===== src/sia_pkg.sv =====
// Purpose : shared constants of the status interrupt aggregator
// Assumes : 24-bit status and mask words, 8-bit command byte on the serial port
// Notes   : bit positions run from the most significant end of the status word
package sia_pkg;
  localparam int WORD_W = 24;
  localparam int CMD_W  = 8;
  localparam int CNT_W  = 6;
  localparam int PINS   = 4;

  // ----------
  // status and mask bit positions
  // ----------
  localparam int BIT_SUPPLY_A      = 23;
  localparam int BIT_SUPPLY_B      = 22;
  localparam int BIT_ANALOG_SUPPLY = 21;
  localparam int BIT_DONE          = 20;
  localparam int BIT_BUF_FULL      = 19;
  localparam int BIT_ACC_FULL      = 18;
  localparam int BIT_UPPER         = 17;
  localparam int BIT_LOWER         = 16;
  localparam int LSB_ANALOG_RISE   = 12;
  localparam int LSB_ANALOG_FALL   = 8;
  localparam int LSB_DIGITAL_RISE  = 4;
  localparam int LSB_DIGITAL_FALL  = 0;

  // ----------
  // reset values
  // ----------
  localparam logic [23:0] STATUS_DEFAULT  = 24'h000000;
  localparam logic [23:0] STATUS_POWER_UP = 24'hC00000;
  localparam logic [23:0] MASK_DEFAULT    = 24'hFFFFFF;

  // ----------
  // command bytes: bit 7 high reads, low writes
  // ----------
  localparam logic [7:0] CMD_RD_STATUS = 8'h90;
  localparam logic [7:0] CMD_RD_MASK   = 8'h91;
  localparam logic [7:0] CMD_WR_MASK   = 8'h11;
  localparam logic [7:0] CMD_WR_RESET  = 8'h12;

  // ----------
  // serial clock edge counts within a frame
  // ----------
  localparam logic [5:0] EDGE_CMD   = 6'h08;
  localparam logic [5:0] EDGE_RESET = 6'h10;
  localparam logic [5:0] EDGE_WORD  = 6'h20;

  // pin function select: bit 0 routes the interrupt to pin one, bit 1 to pin two
  localparam int SEL_PIN_ONE = 0;
  localparam int SEL_PIN_TWO = 1;
endpackage : sia_pkg


===== src/sia_serial_port.sv =====
// Purpose : 4-wire serial port slave, oversampled by the system clock
// Assumes : mode 0 framing, sclk far slower than clock, cs_n active low
// Notes   : emits one-cycle pulses at the 8th, 16th and 32nd rising sclk edge
`timescale 1ns/1ns
module sia_serial_port
  import sia_pkg::*;
(
  input  wire logic                  clock,
  input  wire logic                  rst_n,
  input  wire logic                  sclk,
  input  wire logic                  cs_n,
  input  wire logic                  din,
  input  wire logic                  tx_load,
  input  wire logic [sia_pkg::WORD_W-1:0] tx_word,
  output logic                       dout,
  output logic                       dout_oe,
  output logic [sia_pkg::CMD_W-1:0]  cmd_byte,
  output logic [sia_pkg::WORD_W-1:0] rx_word,
  output logic                       cmd_pulse,
  output logic                       edge16_pulse,
  output logic                       word_pulse,
  output logic                       frame_end
);
  import sia_pkg::*;

  logic [2:0]        sclk_sync_reg;
  logic [2:0]        cs_sync_reg;
  logic [1:0]        din_sync_reg;
  logic [CNT_W-1:0]  count_reg;
  logic [31:0]       shift_reg;
  logic [WORD_W-1:0] tx_reg;
  logic [CMD_W-1:0]  cmd_reg;
  logic              pulse8_reg;
  logic              pulse16_reg;
  logic              pulse32_reg;
  logic              end_reg;

  // ---------------------------------------------------------------
  // edge decode on the second and third stages only
  // ---------------------------------------------------------------
  wire              sel_n     = cs_sync_reg[1];
  wire              rise      = sclk_sync_reg[1] & ~sclk_sync_reg[2] & ~sel_n;
  wire              fall      = ~sclk_sync_reg[1] & sclk_sync_reg[2] & ~sel_n;
  wire              cs_rise   = cs_sync_reg[1] & ~cs_sync_reg[2];
  wire [CNT_W-1:0]  count_inc = count_reg + 6'h01;
  // no shift before the first data bit has been sampled by the host
  wire              tx_shift  = fall & (count_reg > EDGE_CMD);

  always_ff @(posedge clock) begin
    if (!rst_n) begin
      sclk_sync_reg <= 3'h0;
      cs_sync_reg   <= 3'h7;
      din_sync_reg  <= 2'h0;
    end else begin
      sclk_sync_reg <= {sclk_sync_reg[1:0], sclk};
      cs_sync_reg   <= {cs_sync_reg[1:0], cs_n};
      din_sync_reg  <= {din_sync_reg[0], din};
    end
  end

  always_ff @(posedge clock) begin
    if (!rst_n || sel_n) begin
      count_reg <= 6'h00;
    end else if (rise && count_reg != 6'h3F) begin
      count_reg <= count_inc;
    end
  end

  always_ff @(posedge clock) begin
    if (!rst_n) begin
      shift_reg <= 32'h0;
    end else if (rise) begin
      shift_reg <= {shift_reg[30:0], din_sync_reg[1]};
    end
  end

  always_ff @(posedge clock) begin
    if (!rst_n) begin
      cmd_reg <= 8'h00;
    end else if (rise && count_inc == EDGE_CMD) begin
      cmd_reg <= {shift_reg[6:0], din_sync_reg[1]};
    end
  end

  always_ff @(posedge clock) begin
    if (!rst_n) begin
      pulse8_reg  <= 1'b0;
      pulse16_reg <= 1'b0;
      pulse32_reg <= 1'b0;
      end_reg     <= 1'b0;
    end else begin
      pulse8_reg  <= rise & (count_inc == EDGE_CMD);
      pulse16_reg <= rise & (count_inc == EDGE_RESET);
      pulse32_reg <= rise & (count_inc == EDGE_WORD);
      end_reg     <= cs_rise;
    end
  end

  always_ff @(posedge clock) begin
    if (!rst_n) begin
      tx_reg <= 24'h000000;
    end else if (tx_load) begin
      tx_reg <= tx_word;
    end else if (tx_shift) begin
      tx_reg <= {tx_reg[WORD_W-2:0], 1'b0};
    end
  end

  always_ff @(posedge clock) begin
    if (!rst_n) begin
      dout_oe <= 1'b0;
    end else begin
      dout_oe <= ~sel_n;
    end
  end

  assign dout         = tx_reg[WORD_W-1];
  assign cmd_byte     = cmd_reg;
  assign rx_word      = shift_reg[WORD_W-1:0];
  assign cmd_pulse    = pulse8_reg;
  assign edge16_pulse = pulse16_reg;
  assign word_pulse   = pulse32_reg;
  assign frame_end    = end_reg;
endmodule : sia_serial_port


===== src/sia_status_aggregator.sv =====
// Purpose : sticky event status word, mask and interrupt pins behind the serial port
// Assumes : event pulses come from logic on clock; pins and comparators are asynchronous
// Notes   : hardware reset sets both digital supply flags, software reset does not
// Function
// - 24-bit status; unmasked set flag raises interrupt
// - set flags and asserted interrupt stay set
// - completed status read clears all flags except supply flags still low
// - flags set during status read applied afterwards; clears take effect at once
// - supply flags clear on soft reset, else only when no longer low or monitor off
// - powered-down monitor cannot set its flag
// - digital supply flags asserted at power-up
// - done flag set on result, cleared on reads
// - buffer full at index; cleared on buffer access
// - accumulator full flag; cleared on accumulator access
// - alarm flags cleared by own threshold write
// - analog pin rise and fall flags
// - digital pin rise and fall flags
// - fixed status and mask bit order
// - mask one blocks; all masked after reset
// - interrupt drives pins selected as interrupt
// - interrupt released when status read recognised
// - interrupt reasserts after aborted read or new flag
// - software reset write at 16th sclk edge
`timescale 1ns/1ns
module sia_status_aggregator
  import sia_pkg::*;
(
  input  wire logic                    clock,
  input  wire logic                    rst_n,
  input  wire logic                    sclk,
  input  wire logic                    cs_n,
  input  wire logic                    din,
  output logic                         dout,
  output logic                         dout_oe,
  input  wire logic                    supply_a_low,
  input  wire logic                    supply_b_low,
  input  wire logic                    analog_supply_low,
  input  wire logic                    supply_a_on,
  input  wire logic                    supply_b_on,
  input  wire logic                    analog_supply_on,
  input  wire logic                    conv_done_evt,
  input  wire logic                    result_read,
  input  wire logic                    buffer_write_evt,
  input  wire logic [3:0]              buffer_write_addr,
  input  wire logic [3:0]              buffer_full_index,
  input  wire logic                    buffer_access,
  input  wire logic                    accum_full_evt,
  input  wire logic                    accum_access,
  input  wire logic                    upper_alarm_evt,
  input  wire logic                    lower_alarm_evt,
  input  wire logic                    upper_threshold_write,
  input  wire logic                    lower_threshold_write,
  input  wire logic [sia_pkg::PINS-1:0] analog_programmable_pin,
  input  wire logic [sia_pkg::PINS-1:0] digital_programmable_pin,
  input  wire logic [1:0]              pin_function_select,
  output logic                         reset_irq_pin_one,
  output logic                         reset_irq_pin_two,
  output logic [sia_pkg::WORD_W-1:0]   event_status,
  output logic [sia_pkg::WORD_W-1:0]   event_mask,
  output logic                         soft_reset_pulse
);
  import sia_pkg::*;

  // ---------------------------------------------------------------
  // serial port
  // ---------------------------------------------------------------
  logic [CMD_W-1:0]  cmd_byte;
  logic [WORD_W-1:0] rx_word;
  logic              cmd_pulse;
  logic              edge16_pulse;
  logic              word_pulse;
  logic              frame_end;
  logic [WORD_W-1:0] status_reg;
  logic [WORD_W-1:0] status_next;
  logic [WORD_W-1:0] mask_reg;
  logic [WORD_W-1:0] pending_reg;
  logic              rd_active_reg;
  logic              rd_done_reg;
  logic              irq_one_reg;
  logic              irq_two_reg;
  logic              soft_reset_reg;

  wire rd_status_cmd = cmd_pulse & (cmd_byte == CMD_RD_STATUS);
  wire rd_mask_cmd   = cmd_pulse & (cmd_byte == CMD_RD_MASK);
  wire tx_load       = rd_status_cmd | rd_mask_cmd;
  wire [WORD_W-1:0] tx_word = rd_status_cmd ? status_reg : mask_reg;

  sia_serial_port u_port (
    .clock        (clock),
    .rst_n        (rst_n),
    .sclk         (sclk),
    .cs_n         (cs_n),
    .din          (din),
    .tx_load      (tx_load),
    .tx_word      (tx_word),
    .dout         (dout),
    .dout_oe      (dout_oe),
    .cmd_byte     (cmd_byte),
    .rx_word      (rx_word),
    .cmd_pulse    (cmd_pulse),
    .edge16_pulse (edge16_pulse),
    .word_pulse   (word_pulse),
    .frame_end    (frame_end)
  );

  // ---------------------------------------------------------------
  // input synchronisers
  // ---------------------------------------------------------------
  logic [2:0]        supply_s1_reg;
  logic [2:0]        supply_s2_reg;
  logic [PINS-1:0]   apin_s1_reg;
  logic [PINS-1:0]   apin_s2_reg;
  logic [PINS-1:0]   apin_s3_reg;
  logic [PINS-1:0]   dpin_s1_reg;
  logic [PINS-1:0]   dpin_s2_reg;
  logic [PINS-1:0]   dpin_s3_reg;

  always_ff @(posedge clock) begin
    if (!rst_n) begin
      supply_s1_reg <= 3'h0;
      supply_s2_reg <= 3'h0;
    end else begin
      supply_s1_reg <= {supply_a_low, supply_b_low, analog_supply_low};
      supply_s2_reg <= supply_s1_reg;
    end
  end

  // third stage holds the previous level so each edge is seen once
  always_ff @(posedge clock) begin
    if (!rst_n) begin
      apin_s1_reg <= 4'h0;
      apin_s2_reg <= 4'h0;
      apin_s3_reg <= 4'h0;
      dpin_s1_reg <= 4'h0;
      dpin_s2_reg <= 4'h0;
      dpin_s3_reg <= 4'h0;
    end else begin
      apin_s1_reg <= analog_programmable_pin;
      apin_s2_reg <= apin_s1_reg;
      apin_s3_reg <= apin_s2_reg;
      dpin_s1_reg <= digital_programmable_pin;
      dpin_s2_reg <= dpin_s1_reg;
      dpin_s3_reg <= dpin_s2_reg;
    end
  end

  // ---------------------------------------------------------------
  // event and clear vectors
  // ---------------------------------------------------------------
  wire [2:0] monitor_on = {supply_a_on, supply_b_on, analog_supply_on};
  // a powered-down monitor cannot raise its flag
  wire [2:0] supply_set = supply_s2_reg & monitor_on;
  wire       buf_full_hit = buffer_write_evt & (buffer_write_addr == buffer_full_index);

  wire [PINS-1:0] apin_rise = apin_s2_reg & ~apin_s3_reg;
  wire [PINS-1:0] apin_fall = ~apin_s2_reg & apin_s3_reg;
  wire [PINS-1:0] dpin_rise = dpin_s2_reg & ~dpin_s3_reg;
  wire [PINS-1:0] dpin_fall = ~dpin_s2_reg & dpin_s3_reg;

  // msb-first order: supplies, done, full, accum, alarms, then pins
  wire [WORD_W-1:0] events = {supply_set, conv_done_evt, buf_full_hit, accum_full_evt,
                              upper_alarm_evt, lower_alarm_evt,
                              apin_rise, apin_fall, dpin_rise, dpin_fall};

  logic [WORD_W-1:0] side_clear;
  always_comb begin
    side_clear = 24'h000000;
    side_clear[BIT_DONE]     = result_read;
    side_clear[BIT_BUF_FULL] = buffer_access;
    side_clear[BIT_ACC_FULL] = accum_access;
    side_clear[BIT_UPPER]    = upper_threshold_write;
    side_clear[BIT_LOWER]    = lower_threshold_write;
  end

  // supply flags survive a read while their comparator still reports low
  logic [WORD_W-1:0] read_keep;
  always_comb begin
    read_keep = 24'h000000;
    read_keep[BIT_SUPPLY_A]      = supply_set[2];
    read_keep[BIT_SUPPLY_B]      = supply_set[1];
    read_keep[BIT_ANALOG_SUPPLY] = supply_set[0];
  end

  // ---------------------------------------------------------------
  // status read sequencing
  // ---------------------------------------------------------------
  wire read_ends = rd_active_reg & frame_end;
  wire soft_rst  = edge16_pulse & (cmd_byte == CMD_WR_RESET);

  always_ff @(posedge clock) begin
    if (!rst_n || soft_rst || frame_end) begin
      rd_active_reg <= 1'b0;
    end else if (rd_status_cmd) begin
      rd_active_reg <= 1'b1;
    end
  end

  // full word shifted out before the frame closed counts as successful
  always_ff @(posedge clock) begin
    if (!rst_n || soft_rst || frame_end) begin
      rd_done_reg <= 1'b0;
    end else if (rd_active_reg && word_pulse) begin
      rd_done_reg <= 1'b1;
    end
  end

  // events seen mid-read wait here so the word being shifted stays coherent
  always_ff @(posedge clock) begin
    if (!rst_n || soft_rst || !(rd_active_reg || rd_status_cmd) || frame_end) begin
      pending_reg <= 24'h000000;
    end else begin
      pending_reg <= pending_reg | events;
    end
  end

  // ---------------------------------------------------------------
  // status word
  // ---------------------------------------------------------------
  wire [WORD_W-1:0] base_after_read = rd_done_reg ? (status_reg & read_keep) : status_reg;

  always_comb begin
    if (soft_rst) begin
      status_next = STATUS_DEFAULT;
    end else if (read_ends) begin
      // set wins: held and same-cycle events land after the clear
      status_next = (base_after_read & ~side_clear) | pending_reg | events;
    end else if (rd_active_reg || rd_status_cmd) begin
      status_next = status_reg & ~side_clear;
    end else begin
      status_next = (status_reg & ~side_clear) | events;
    end
  end

  always_ff @(posedge clock) begin
    if (!rst_n) begin
      status_reg <= STATUS_POWER_UP;
    end else begin
      status_reg <= status_next;
    end
  end

  // ---------------------------------------------------------------
  // mask word
  // ---------------------------------------------------------------
  always_ff @(posedge clock) begin
    if (!rst_n || soft_rst) begin
      mask_reg <= MASK_DEFAULT;
    end else if (word_pulse && cmd_byte == CMD_WR_MASK) begin
      mask_reg <= rx_word;
    end
  end

  // ---------------------------------------------------------------
  // interrupt pins
  // ---------------------------------------------------------------
  // held low for the whole read, then re-evaluated when the frame ends
  wire irq_next = (|(status_next & ~mask_reg)) & ~(rd_active_reg & ~frame_end) & ~rd_status_cmd
                  & ~soft_rst;

  always_ff @(posedge clock) begin
    if (!rst_n) begin
      irq_one_reg <= 1'b0;
      irq_two_reg <= 1'b0;
    end else begin
      irq_one_reg <= irq_next & pin_function_select[SEL_PIN_ONE];
      irq_two_reg <= irq_next & pin_function_select[SEL_PIN_TWO];
    end
  end

  always_ff @(posedge clock) begin
    if (!rst_n) begin
      soft_reset_reg <= 1'b0;
    end else begin
      soft_reset_reg <= soft_rst;
    end
  end

  assign reset_irq_pin_one = irq_one_reg;
  assign reset_irq_pin_two = irq_two_reg;
  assign event_status      = status_reg;
  assign event_mask        = mask_reg;
  assign soft_reset_pulse  = soft_reset_reg;
endmodule : sia_status_aggregator


===== config.mk =====
export PLATFORM = sky130hd
export DESIGN_NAME = sia_status_aggregator
export DESIGN_NICKNAME = d
export VERILOG_FILES = /design/src/sia_pkg.sv /design/src/sia_serial_port.sv /design/src/sia_status_aggregator.sv
export SDC_FILE = /design/constraint.sdc
export NUM_CORES = 1
export LEC_CHECK = 0
export BUFFER_PORTS_ARGS = -buffer_cell sky130_fd_sc_hd__buf_2
export CAP_MARGIN = 0
export CORE_AREA = 8 8 141 176
export DETAILED_ROUTE_END_ITERATION = 16
export DIE_AREA = 0 0 149 184
export PLACE_DENSITY_LB_ADDON = 0.25
export SYNTH_ARGS = -nofsm -noshare
export SYNTH_HDL_FRONTEND = slang
export SYNTH_HIERARCHICAL = 1
export SYNTH_SLANG_ARGS = --single-unit

===== constraint.sdc =====
create_clock -name clock -period 6.4 [get_ports clock]
set_input_delay 1.28 -clock clock [delete_from_list [all_inputs] [get_ports clock]]
set_output_delay 1.28 -clock clock [all_outputs]
set_load 0.1 [all_outputs]

==> impl_results.md <==
- Outcome: complete, no violations
- Syn_nets: ~970
- Pwr Density: 263 nW/um^2
- Unrepaired setup endpoints after global routing: false
- Synth async-reset ratio: 0
- Top_reg_cell synth: dfxtp_1
- P&R area growth vs syn: 15.6%
- Worst hold margin: just over 0.4 ns
- FF-to-FF path depth: 5
- CTS sink count: ~180
- Clk root buf: clkbuf_16
- Max Cap Viol: 0
- Core area: 22,000 sq um
- Synthesized flop and latch total: 182
- Internal Power: between 0.0015 and 0.002 W
- Grt total ovfl: 0
- Worst hold start: u_port/cs_sync_reg[0]
- Filler cell count in the final layout: 2,284
- Leakage: 3.41 nW
- Die Width: roughly 150 um
- Setup Skew: between 0.007 and 0.008 ns
- Worst Setup Path Type: flip-flop to flip-flop
- Worst R2R Start: u_port/cmd_byte[0]
- CP Launch Point: u_port/cmd_byte[0]
- Worst-Margin Slew: 1.21 ns
- NumNets Final: 1,030
- Clock share of power: 0.437
- DRT Pass-1 Iters: 5
- H-tree levels: 4
- Diode count: 0
- Post-synthesis sequential area ratio: 0.483
- Initial DRC count: 442
- DR vias: between 6,000 and 7,000
- Initial antenna violation count: 0
- CP max-delay cell: or3_1
- DR vias/cell: 5.21
- Net switching power: 0.000554 W
- Buf/Inv on CP: 0
- YS warnings: 6
- Period utilisation layout: 0.489
- FF-to-FF setup slack: 3.27 ns
- Share of cells above drive strength 1: 0.140
- Required @ worst endpoint: 6.69 ns
- CP most frequent cell: or3_1
- Final setup viols: 0
- First-pass GRT wire length: about 36 mm
- Hold crit path type: flip-flop to flip-flop
- Startpoint Class: flip-flop
- Area of the mapped netlist: 7550 sq um
- Vias in the first global route: approximately 6,500
- Combinational share of power: 0.056
- Sequential Power Share: 0.507
- Relative slew margins: 0.191
- Max IR drop VDD: 0.199 mV
- Clk buf depth: 2
- Starting Density: 0.343
- Skew-Pair Late Insertion Delay: ~0.43 ns
- Die area: 27,400 sq um
- Avg Cell Area, Syn: 8.11 sq um
- DP Wirelength: about 16 mm
- Worst Hold Path Cells: 1
- CTS buffer count: 17
- GPL Wtd Cong: 0.838
- CTS tree: yes
- IO Pins: 92
- DRC: 0
- WP depth: 5
- Design area: a little under 9000 sq um
- Routed wire per std cell: around 17 um
- CTS Hold Bufs: 0
- Data arrival time of the worst path: 3.41 ns
- Gr usage total: 0.165
- Post-CTS Repair Setup Buffers: 0
- Hold Violations, Final: 0
- Placed Area: 8170 sq um
- CP Cell Sequence: or4_4 -> or3_1 -> nand2_1 -> or3_1 -> nor2_1
- Antenna-violating nets left: 0
- Fmax: roughly 320 MHz
- Sw frac: 0.241
- Period minus WS final: 3.13 ns
- Num rows: 61
- Post-synthesis instance total: 931
- Port Buf Inserts: 91
- CTS resizes: 0
- Delay-heaviest family, CP: simple AND/OR/NAND/NOR gates
- Netlist cell types: 60
- Final WL: ~22 mm
- Slew Limit Fails: 0
- EDFF count, synth: 0
- Worst-path clk slew: 0.07 ns
- Largest net degree at the start of global routing: 108
- Crit end category: flip-flop
- Die Ht: ~180 um
- Final setup TNS: 0 ns
- Crit Path Max Fanout: 25
- Worst stage delay on the critical path: between 0.7 and 0.8 ns
## logic make-up after synthesis
family                     Yosys count  share of synthesized area
AOI/OAI and AO/OA                  198                      0.170
xor gates and xnor gates             9                     0.0104
adders and majority gates            3                    0.00497
buffers and inverters               71                     0.0370
DFF                                182                      0.483
muxes                                9                     0.0119
and+or+nand+nor                    459                      0.283
## synthesized netlist by cell type (12+ instances only)
library cell / instances / area (sq um)
nand2_1: 199 / 747
dfxtp_1: 182 / 3640
nor2_1: 87 / 327
o21ai_0: 59 / 295
nand3_1: 54 / 270
clkbuf_1: 46 / 173
and2_1: 43 / 269
a31oi_1: 32 / 200
a21boi_0: 26 / 195
a21oi_1: 23 / 115
nor2b_1: 21 / 131
inv_1: 12 / 45.0
## routing by layer
layer  GRT usage  share of wire  routed length, um  vias to the layer above
li1            -              -                  -                     3291
met3      0.0310          0.046               1020                       39
met4      0.0737          0.025                553                        0
met1       0.205           0.45              10100                     3186
met2       0.272           0.48              10700                      165
met5           0              0                  0                        -
## stage by stage
step	utilization	power, W	std cells	setup WS [ns]
3_3_place_gp	0.372	0.00132	1252	3.30
6_report	0.397	0.00229	1283	3.27
2_1_floorplan	-	0.00128	931	3.89
3_5_place_dp	0.372	0.00132	1252	3.27
5_1_grt	0.397	0.00238	1283	3.10
4_1_cts	0.397	0.00232	1283	3.26
## path summary, 6_finish.rpt
| check | end |
|---|---|
| max | pending_reg[20] |
| min | u_port/cs_sync_reg[1] |
| max reg2reg | pending_reg[20] |
| min reg2reg | u_port/cs_sync_reg[1] |
## area by class of cell
class,instances,area (sq um),area share
Clock inverter,11,103,0.0118
Clock buffer,20,457,0.0523
Tap cell,283,354,0.0406
Multi-Input combinational cell,678,3620,0.415
Inverter,12,45.0,0.00516
Sequential cell,182,3640,0.417
Timing Repair Buffer,97,500,0.0573
## power groups by stage
| stage | Sequential, W | Clock [W] | Combinational, W |
|---|---|---|---|
| floorplan | 0.00123 | 0 | 0.0000497 |
| global placement | 0.00119 | 0 | 0.000129 |
| detailed placement | 0.00119 | 0 | 0.000129 |
| CTS | 0.00116 | 0.00102 | 0.000130 |
| global route | 0.00117 | 0.00107 | 0.000139 |
| finish | 0.00116 | 0.00100 | 0.000129 |
## worst reg2reg max path, stage by stage, from the launching register on
cell and delay [ns]:
dfxtp_1 0.34, or4_4 0.58, or3_1 0.51, nand2_1 0.62
or3_1 0.80, nor2_1 0.13
## placed cells by master (no fill, tap or decap), drive strengths merged, types with 25 or more instances in the layout
cell    synthesis  final
a21boi         26     26
a21oi          25     25
a31oi          32     32
and2           43     43
buf            13     97
dfxtp         182    182
nand2         199    199
nand3          54     54
nor2           88     88
o21ai          61     61
(Power assumes the default switching activity.)
